**src/common/fault_status_defines.svh**
```systemverilog
// constants for the communication and vendor fault status register pair
`ifndef FAULT_STATUS_DEFINES_SVH
`define FAULT_STATUS_DEFINES_SVH
`define CMD_COMM_STATUS      8'h7E
`define CMD_VENDOR_STATUS    8'h80
`define CMD_PHASE_IMBALANCE  8'hD3
`define PAGE_CH_A            8'h00
`define PAGE_CH_B            8'h01
`define PAGE_ALL             8'hFF
`define COMM_INV_CMD_BIT     7
`define COMM_INV_DATA_BIT    6
`define COMM_PEC_BIT         5
`define COMM_MEM_BIT         3
`define COMM_OTHER_BIT       1
`define COMM_IMPL_MASK       8'hEA
`define VEND_PS_BIT          7
`define VEND_SENSE_OPEN_BIT  6
`define VEND_PH_CLAMP_BIT    5
`define VEND_TSENSE_BIT      4
`define VEND_VCODE_RST_BIT   3
`define VEND_SHARE_BIT       0
`define VEND_IMPL_MASK       8'hF9
`define STATUS_RESET         8'h00
`define TSENSE_THRESH_MV     12'd150
`define SHARE_FAULT_CYCLES   3'd7
`define PHASE_MAX_A          4'd6
`define PHASE_MAX_B          4'd2
`endif

```
**src/common/fault_status_pkg.sv**
```systemverilog
// types shared by both ends of the status register link
package fault_status_pkg;
  typedef enum logic [1:0] {
    OP_IDLE  = 2'b00,
    OP_READ  = 2'b01,
    OP_WRITE = 2'b11
  } op_t;
  typedef logic [7:0] byte_t;
endpackage

```
**src/common/fault_status_if.sv**
```systemverilog
// link between host controller end and device status end
`timescale 1ns/1ns
interface fault_status_if;
  import fault_status_pkg::*;
  op_t   op;
  byte_t cmd;
  byte_t page;
  byte_t wdata;
  byte_t rdata;
  logic  rvalid;
  modport host (output op, output cmd, output page, output wdata, input rdata, input rvalid);
  modport dev  (input op, input cmd, input page, input wdata, output rdata, output rvalid);
endinterface

```
**src/design/fault_status_dev.sv**
```systemverilog
// device end: latched communication and per-channel vendor fault status
// Notes on behaviour
// - comm status byte at 7Eh, byte access
// - comm status shared by both channels
// - bit7 latches on invalid command
// - bit6 latches on invalid data
// - bit5 latches on packet check failure
// - bit3 latches on memory error
// - bit1 latches on other communication fault
// - comm bits 0,2,4 always read zero
// - write one clears comm flag
// - vendor status 80h paged, 00h A, 01h B
// - page FFh reads channel A
// - bit7 latches on power stage fault
// - bit6 latches if sense pin open at power-up
// - bit4 captures temperature level before soft-start
// - bit3 voltage code reset, page 0 only
// - bit0 after 7 consecutive imbalance detections
// - imbalanced phase identity readable separately
// - write one clears vendor flag
`timescale 1ns/1ns
`include "fault_status_defines.svh"
module fault_status_dev (
  input  wire logic                      I_CLOCK,
  input  wire logic                      I_RST,
  fault_status_if.dev                    LINK,
  input  wire logic                      i_invalid_command,
  input  wire logic                      i_invalid_data,
  input  wire logic                      i_packet_check_fail,
  input  wire logic                      i_memory_error,
  input  wire logic                      i_other_comm_fault,
  input  wire logic [1:0]                i_power_stage_fault,
  input  wire logic [1:0]                i_sense_pin_open,
  input  wire logic                      i_power_up,
  input  wire logic [3:0]                i_phase_cfg_a,
  input  wire logic [3:0]                i_phase_cfg_b,
  input  wire logic [11:0]               i_tsense_mv_a,
  input  wire logic [11:0]               i_tsense_mv_b,
  input  wire logic [1:0]                i_pre_soft_start,
  input  wire logic                      i_vcode_reset,
  input  wire logic [1:0]                i_imbalance_tick,
  input  wire logic [7:0]                i_imbalance_phases,
  output logic [3:0]                     o_phase_count_a,
  output logic [3:0]                     o_phase_count_b
);
  import fault_status_pkg::*;

  logic [7:0] comm_q;
  logic [7:0] vend_q [2];
  logic [2:0] share_cnt_q [2];
  logic [7:0] imb_q;
  logic       ch_b;
  logic       wr_comm;
  logic       wr_vend;
  logic [1:0] clamp;
  logic [1:0] tsense_hi;
  logic [7:0] comm_set;
  logic [7:0] vend_set [2];
  logic [7:0] vend_nxt [2];

  // page 01h picks B; 00h and FFh land on A
  assign ch_b    = (LINK.page == `PAGE_CH_B);
  assign wr_comm = (LINK.op == OP_WRITE) && (LINK.cmd == `CMD_COMM_STATUS);
  assign wr_vend = (LINK.op == OP_WRITE) && (LINK.cmd == `CMD_VENDOR_STATUS);

  // phase count clamp to the hardware maximum
  assign clamp[0] = i_phase_cfg_a > `PHASE_MAX_A;
  assign clamp[1] = i_phase_cfg_b > `PHASE_MAX_B;
  assign tsense_hi[0] = i_tsense_mv_a >= `TSENSE_THRESH_MV;
  assign tsense_hi[1] = i_tsense_mv_b >= `TSENSE_THRESH_MV;

  // clamp the operating count, registered so outputs are glitch free
  always_ff @(posedge I_CLOCK or posedge I_RST) begin
    if (I_RST) begin
      o_phase_count_a <= 4'h0;
      o_phase_count_b <= 4'h0;
    end else begin
      o_phase_count_a <= clamp[0] ? `PHASE_MAX_A : i_phase_cfg_a;
      o_phase_count_b <= clamp[1] ? `PHASE_MAX_B : i_phase_cfg_b;
    end
  end

  // set terms; set beats a same-cycle clear so no event is lost
  always_comb begin
    comm_set = 8'h00;
    comm_set[`COMM_INV_CMD_BIT]  = i_invalid_command;
    comm_set[`COMM_INV_DATA_BIT] = i_invalid_data;
    comm_set[`COMM_PEC_BIT]      = i_packet_check_fail;
    comm_set[`COMM_MEM_BIT]      = i_memory_error;
    comm_set[`COMM_OTHER_BIT]    = i_other_comm_fault;
    for (int c = 0; c < 2; c++) begin
      vend_set[c] = 8'h00;
      vend_set[c][`VEND_PS_BIT]         = i_power_stage_fault[c];
      vend_set[c][`VEND_SENSE_OPEN_BIT] = i_power_up & i_sense_pin_open[c];
      vend_set[c][`VEND_PH_CLAMP_BIT]   = clamp[c];
      vend_set[c][`VEND_SHARE_BIT]      = i_imbalance_tick[c]
                                          && share_cnt_q[c] == `SHARE_FAULT_CYCLES - 3'd1;
    end
    vend_set[0][`VEND_VCODE_RST_BIT] = i_vcode_reset;
    // next vendor flags; temperature bit follows input before soft-start
    for (int c = 0; c < 2; c++) begin
      vend_nxt[c] = vend_q[c] & ~((wr_vend && ch_b == c[0]) ? LINK.wdata : 8'h00);
      vend_nxt[c] = vend_nxt[c] | vend_set[c];
      if (i_pre_soft_start[c])
        vend_nxt[c][`VEND_TSENSE_BIT] = tsense_hi[c];
      vend_nxt[c] = vend_nxt[c] & `VEND_IMPL_MASK;
    end
    vend_nxt[1][`VEND_VCODE_RST_BIT] = 1'b0;
  end

  // shared comm flags: write one clears, set wins, unused bits stay zero
  always_ff @(posedge I_CLOCK or posedge I_RST) begin
    if (I_RST) begin
      comm_q <= `STATUS_RESET;
    end else begin
      comm_q <= ((comm_q & ~(wr_comm ? LINK.wdata : 8'h00)) | comm_set)
                & `COMM_IMPL_MASK;
    end
  end

  // per-channel vendor flags, one register per channel
  always_ff @(posedge I_CLOCK or posedge I_RST) begin
    if (I_RST) begin
      vend_q[0] <= `STATUS_RESET;
      vend_q[1] <= `STATUS_RESET;
    end else begin
      vend_q[0] <= vend_nxt[0];
      vend_q[1] <= vend_nxt[1];
    end
  end

  // consecutive imbalance detections; a clean tick restarts the count
  always_ff @(posedge I_CLOCK or posedge I_RST) begin
    if (I_RST) begin
      share_cnt_q[0] <= 3'd0;
      share_cnt_q[1] <= 3'd0;
      imb_q          <= 8'h00;
    end else begin
      for (int c = 0; c < 2; c++) begin
        if (i_imbalance_tick[c] && share_cnt_q[c] != `SHARE_FAULT_CYCLES - 3'd1)
          share_cnt_q[c] <= share_cnt_q[c] + 3'd1;
        else if (!i_imbalance_tick[c])
          share_cnt_q[c] <= 3'd0;
      end
      imb_q <= i_imbalance_phases;
    end
  end

  // read answer one cycle after the request, held until the next read
  always_ff @(posedge I_CLOCK or posedge I_RST) begin
    if (I_RST) begin
      LINK.rdata  <= 8'h00;
      LINK.rvalid <= 1'b0;
    end else begin
      LINK.rvalid <= (LINK.op == OP_READ);
      if (LINK.op == OP_READ) begin
        case (LINK.cmd)
          `CMD_COMM_STATUS:     LINK.rdata <= comm_q;
          `CMD_VENDOR_STATUS:   LINK.rdata <= ch_b ? vend_q[1] : vend_q[0];
          `CMD_PHASE_IMBALANCE: LINK.rdata <= imb_q;
          default:              LINK.rdata <= 8'h00;
        endcase
      end
    end
  end
endmodule

```
**src/flat_wrapper.sv**
```systemverilog
// flat-port wrapper written by rule: the top's interface ports become plain ports
module fault_status_dev_flat import fault_status_pkg::*;
  (I_CLOCK, I_RST, i_invalid_command, i_invalid_data, i_packet_check_fail, i_memory_error, i_other_comm_fault, i_power_stage_fault, i_sense_pin_open, i_power_up, i_phase_cfg_a, i_phase_cfg_b, i_tsense_mv_a, i_tsense_mv_b, i_pre_soft_start, i_vcode_reset, i_imbalance_tick, i_imbalance_phases, o_phase_count_a, o_phase_count_b, LINK_op, LINK_cmd, LINK_page, LINK_wdata, LINK_rdata, LINK_rvalid);
  fault_status_if LINK_i ();
  input  wire logic I_CLOCK;
  input  wire logic I_RST;
  input  wire logic i_invalid_command;
  input  wire logic i_invalid_data;
  input  wire logic i_packet_check_fail;
  input  wire logic i_memory_error;
  input  wire logic i_other_comm_fault;
  input  wire logic [1:0] i_power_stage_fault;
  input  wire logic [1:0] i_sense_pin_open;
  input  wire logic i_power_up;
  input  wire logic [3:0] i_phase_cfg_a;
  input  wire logic [3:0] i_phase_cfg_b;
  input  wire logic [11:0] i_tsense_mv_a;
  input  wire logic [11:0] i_tsense_mv_b;
  input  wire logic [1:0] i_pre_soft_start;
  input  wire logic i_vcode_reset;
  input  wire logic [1:0] i_imbalance_tick;
  input  wire logic [7:0] i_imbalance_phases;
  output logic [3:0] o_phase_count_a;
  output logic [3:0] o_phase_count_b;
  input wire logic [$bits(LINK_i.op)-1:0] LINK_op;
  input wire logic [$bits(LINK_i.cmd)-1:0] LINK_cmd;
  input wire logic [$bits(LINK_i.page)-1:0] LINK_page;
  input wire logic [$bits(LINK_i.wdata)-1:0] LINK_wdata;
  output wire logic [$bits(LINK_i.rdata)-1:0] LINK_rdata;
  output wire logic [$bits(LINK_i.rvalid)-1:0] LINK_rvalid;
  assign LINK_i.op = LINK_op;
  assign LINK_i.cmd = LINK_cmd;
  assign LINK_i.page = LINK_page;
  assign LINK_i.wdata = LINK_wdata;
  assign LINK_rdata = LINK_i.rdata;
  assign LINK_rvalid = LINK_i.rvalid;
  fault_status_dev u_core (.I_CLOCK(I_CLOCK), .I_RST(I_RST), .LINK(LINK_i), .i_invalid_command(i_invalid_command), .i_invalid_data(i_invalid_data), .i_packet_check_fail(i_packet_check_fail), .i_memory_error(i_memory_error), .i_other_comm_fault(i_other_comm_fault), .i_power_stage_fault(i_power_stage_fault), .i_sense_pin_open(i_sense_pin_open), .i_power_up(i_power_up), .i_phase_cfg_a(i_phase_cfg_a), .i_phase_cfg_b(i_phase_cfg_b), .i_tsense_mv_a(i_tsense_mv_a), .i_tsense_mv_b(i_tsense_mv_b), .i_pre_soft_start(i_pre_soft_start), .i_vcode_reset(i_vcode_reset), .i_imbalance_tick(i_imbalance_tick), .i_imbalance_phases(i_imbalance_phases), .o_phase_count_a(o_phase_count_a), .o_phase_count_b(o_phase_count_b));
endmodule
```
**config.mk**
```make
export PLATFORM = sky130hd
export DESIGN_NAME = fault_status_dev_flat
export DESIGN_NICKNAME = d
export VERILOG_FILES = /design/src/common/fault_status_pkg.sv /design/src/common/fault_status_if.sv /design/src/design/fault_status_dev.sv /design/src/flat_wrapper.sv
export VERILOG_INCLUDE_DIRS = /design/src /design/src/common
export SDC_FILE = /design/constraint.sdc
export NUM_CORES = 1
export LEC_CHECK = 0
export BUFFER_PORTS_ARGS = -buffer_cell sky130_fd_sc_hd__buf_2
export CORE_MARGIN = 4
export CORE_UTILIZATION = 46
export DETAILED_ROUTE_END_ITERATION = 16
export PLACE_DENSITY = 0.79
export SYNTH_ARGS = -nofsm -noshare
export SYNTH_HDL_FRONTEND = slang
export SYNTH_SLANG_ARGS = --single-unit
```
**constraint.sdc**
```tcl
create_clock -name I_CLOCK -period 1.4 [get_ports I_CLOCK]
set_input_delay 0 -clock I_CLOCK [delete_from_list [all_inputs] [get_ports I_CLOCK]]
set_output_delay 0 -clock I_CLOCK [all_outputs]
set_load 0.05 [all_outputs]
```
Yosys cells after proc, flatten, opt, wreduce, memory -nomap -nowiden. Index checks and enable logic that the tools add are counted.

Bits in registers: 47. Output and inout bits: 17. Input bits: 83. Logic and storage cells: 61.

Reduce and logical (&&, ||, !) cells: 8. Magnitude comparators: 4. Bitwise operators: 12. Equality and inequality tests: 12. Add/subtract/negate cells: 2. Muxes and demuxes: 13.

Operators with widths (number): $mux W8 (4); $and A8 B8 Y8 (3); $ge A12 B8 Y1 const B (2); $not A8 Y8 (3); $or A8 B8 Y8 (3); $pmux W8 S3 (1); $eq A8 B8 Y1 const B (2); $mux W3 (4); $eq A8 B1 Y1 const B (1); $eq A8 B7 Y1 const B (1); $logic_and A1 B1 Y1 (8); $mux W4 (2); $add A3 B1 Y3 const B (2); $eq A3 B3 Y1 const B (2); $ne A3 B3 Y1 const B (2); $gt A4 B2 Y1 const B (1); $gt A4 B3 Y1 const B (1); $ne A2 B1 Y1 const B (2); $and A1 B1 Y1 (2); $eq A2 B1 Y1 const B (1); $eq A2 B2 Y1 const B (1); $mux W1 (2); $not A1 Y1 (1).

Depth between registers and ports, before layout.
Depth in word-level cells: 8. Depth in mapped cells: 6. Depth with buffers taken out: 5.

Worst setup path after synthesis. No wires, ideal clock.

Path type: in2reg. Start point: input LINK_cmd[5]. End point: register u_core.vend_q[0] (netlist bit). Path slack: 0.242 ns. Data arrival time: 1.037 ns. Library setup time: 0.122 ns. Stages on the path: 5. Cells stage by stage: nor4b_4 and3_1 buf_6 nand3_1 a32o_1.

RTL lines: start, declared (RTL line flat_wrapper.sv:26) `input wire logic [$bits(LINK_i.cmd)-1:0] LINK_cmd;`; end, declared (RTL line fault_status_dev.sv:49) `logic [7:0] vend_q [2];`.

Worst setup path after layout.
Start point: input i_phase_cfg_b[1]. End point: register u_core.o_phase_count_b[1].

Cells in the longest elaborated chain, start to end: 2.

RTL lines: start, declared (RTL line flat_wrapper.sv:16) `input wire logic [3:0] i_phase_cfg_b;`; $gt A4 B2 Y1 (no line); $mux W4 * (RTL line fault_status_dev.sv:79) `` o_phase_count_b <= clamp[1] ? `PHASE_MAX_B : i_phase_cfg_b; ``; end signal, assigned (RTL line fault_status_dev.sv:79); end, declared (RTL line fault_status_dev.sv:44) `output logic [3:0] o_phase_count_b`.

Every way passes the cells marked *; elsewhere a longest branch is shown, timed or not. A chain may end at the register's enable or synchronous reset.

==> reports/results.ini <==
[cells_and_area]
fin_util_pct=73.5
syn_to_final_growth_pct=53.5
multi_input_area_um2=875
nNetsFinal=429
final-seq-area_um2=1180
fin_area_um2=3220
fillers=348
antennaDiodeCount=0
final_layout_size_suffix_gt1_share_pct=36.4

[synth]
synth-seq-cells=47
ys_seq_area_share_pct=56.0
synthArstFlopShare_pct=100
synth_flop_cell=dfrtp_1
synthesis.area_um2=2100
synthCells=188
synth.distinct_cells=42
synth_edf_count=0
avgSynthCellArea_um2=11.2
yosys_warnings=0

[global_route]
grt_pass1_wl_um=8800
antenna_found_initial=0
grt.total_usage_pct=20.8
grt_overflow=0
grt_max_degree=48
grt_pass1_vias=2008

[place]
pre_cts_ws_ps=-16.1
hpwlAfterDp_um=4110
gp_routability_congestion=0.913
placed_cell_area_um2=2710
io_buffer_count=96

[timing]
final_max_slew_viol_count=0
setup_slack_ps=27.5
finClkSkew_ps=6.44
hold_slack_ps=-36.6
final_hold_viol_count=1
tightestPinTransition_ps=556
timing.fmax_mhz=729
timing.max_slew.rel_slack_pct=62.9
period_minus_slack_ps=1370
setup_viol=0
rsz0062_at_grt=false
period_share_pct=98.0

[power]
p_comb_share_pct=17.7
ir_drop_uv=854
p_per_area_nw_per_um2=849
p_leak_nw=1.54
switching_share_pct=26.4
power_switching_mw=0.721
seqPwrFrac_pct=53.3
p_int_mw=2.02
finalPower_mw=2.74
p_clk_share_pct=29.0

[worst_setup_path]
critical_path.slowest_cell=dlygate4sd3_1
critPathTopFamily=buffers and inverters
cp_max_fo=2
arrival_ps=1550
path_cells=dlygate4sd3_1 -> buf_2 -> or3_4 -> dlygate4sd3_1
crit_buf_inv=3
worstSetupPathType=in -> reg
crit_path_start_kind=primary input
crit_path_end_kind=register
slowest_delay_ps=570
path_common_cell=dlygate4sd3_1
worstPathRequired_ps=1580

[route]
num_vias=2058
wirelength_um=5650
firstDrtPassIters=4
drt_iter0_markers=141
ant_nets=0
drc=0
wl_per_cell_um=14.3
avgViaCountPerCell=5.21

[status]
status=finished, violations left
violations=hold timing

[floorplanning]
die_w_um=75.6
dieArea_um2=5710
ios=100
rows=24
core_area_um2=4380
start_util_pct=47.9
fp.dieH_um=75.6

[run]
cap_viol_max_count=0

[cts]
postCtsSetupRepairBufs=0
numCtsBuffers=5
clock_sink_count=47
root_buffer=clkbuf_8
cts_buffer_depth=2
clk_pin_slew_worst_paths_ps=80
hold_buffers=43
h-tree-depth=2
tritoncts=built
clk-insertion-delay-late_ps=300

[worst_hold_path]
hp-class=in -> reg

-- layer usage --
layer / vias up / wire length (µm) / track usage, %
met1: 983 / 2250 / 25.1
met3: 8 / 361 / 5.01
met5: - / 0 / 0
met4: 0 / 69 / 6.02
met2: 68 / 2970 / 36.8
li1: 999 / - / -
-- final cells by class --
cell class / instances / area share, %
timing repair buffer: 147 / 30.1
multi-input combinational: 128 / 27.1
clock buffer: 5 / 2.14
clock inverter: 3 / 0.621
inverter: 13 / 1.51
sequential: 47 / 36.5
tap: 52 / 2.02
-- metrics by stage --
step           TNS, ps  std cells
4_1_cts              0        396
2_1_floorplan        0        190
6_report             0        395
5_1_grt              0        395
3_3_place_gp         0        345
3_5_place_dp     -16.1        345
-- power groups by stage --
stage / Sequential [mW] / Clock [mW] / Combinational (mW)
floorplan: 1.54 / 0 / 0.137
global placement: 1.48 / 0 / 0.378
detailed placement: 1.48 / 0 / 0.389
CTS: 1.46 / 0.818 / 0.482
global route: 1.47 / 0.881 / 0.531
finish: 1.46 / 0.794 / 0.485
-- synth_stat cells (2+ instances only) --
| master | n | area, µm² |
|---|---|---|
| nor4_1 | 3 | 18.8 |
| a211oi_1 | 3 | 22.5 |
| and2_1 | 4 | 25.0 |
| o21ai_0 | 6 | 30.0 |
| nand2_1 | 21 | 78.8 |
| mux2i_1 | 2 | 20.0 |
| ha_1 | 4 | 50.1 |
| a31oi_1 | 5 | 31.3 |
| xnor2_1 | 2 | 17.5 |
| and3_1 | 3 | 18.8 |
| a22o_1 | 2 | 17.5 |
| a311oi_1 | 2 | 17.5 |
| o211a_1 | 3 | 30.0 |
| inv_1 | 12 | 45.0 |
| nand4_1 | 3 | 18.8 |
| nor2_1 | 2 | 7.51 |
| a32oi_1 | 2 | 17.5 |
| a32o_1 | 2 | 20.0 |
| o21ai_1 | 2 | 10.0 |
| o211ai_1 | 3 | 22.5 |
| or2_2 | 2 | 12.5 |
| dfrtp_1 | 47 | 1180 |
| a21o_1 | 16 | 120 |
| or3_1 | 3 | 18.8 |
| nand3_1 | 17 | 85.1 |
-- flip-flops by register name, summed over array words and instances (netlist names) --
name and flops:
u_core.LINK.rdata 8, u_core.LINK.rvalid 1, u_core.comm_q 5, u_core.imb_q 8, u_core.o_phase_count_a 4, u_core.o_phase_count_b 4, u_core.share_cnt_q 6, u_core.vend_q 11
-- worst min-delay path, cell delays in order --
cell and delay (ps):
buf_2 80, or3_4 110, nor2_2 30
-- cell usage in the layout, fill, tap and decap left out, types with 3 or more instances in the layout --
cell type,instances
clkbuf_8,5
conb_1,3
nor4_1,3
nand4_1,3
a31oi_1,5
a211oi_1,3
buf_2,96
dlygate4sd3_1,42
nand3_1,17
buf_4,9
nand2_1,21
a21o_1,16
inv_1,11
o211ai_1,3
dfrtp_1,47
o21ai_0,6
o211a_1,3
ha_1,4
and3_1,3
and2_1,4
-- cell families after synthesis --
kind of cell / after synthesis / synth area share, %
simple gates: 67 / 18.9
compound gates: 50 / 17.7
flops: 47 / 56.0
buf+inv: 15 / 3.04
fa+ha+maj: 4 / 2.38
xor+xnor: 2 / 0.834
mux: 2 / 0.954
other cells: 1 / 0.179
-- timing repair --
| item | in CTS | in global routing |
|---|---|---|
| gates resized for setup | 0 | 2 |
| endpoints found under the hold margin | 82 | 1 |
| setup endpoints to repair | 0 | 2 |
-- worst paths after layout --
path	startpoint	endpoint	slack, ps	cells after the start
max in group asynchronous	I_RST	u_core.o_phase_count_b[1]	650	4
min in group asynchronous	I_RST	u_core.o_phase_count_b[3]	370	4
worst max register to register	u_core.share_cnt_q[3]	u_core.share_cnt_q[3]	210	5
worst max-delay path	i_phase_cfg_b[1]	u_core.o_phase_count_b[1]	30	4
worst min-delay path	i_phase_cfg_b[3]	u_core.o_phase_count_b[0]	-40	3
worst min register to register	u_core.LINK.rdata[2]	u_core.LINK.rdata[2]	470	2
No activity file was read; power rests on OpenSTA's default activity.
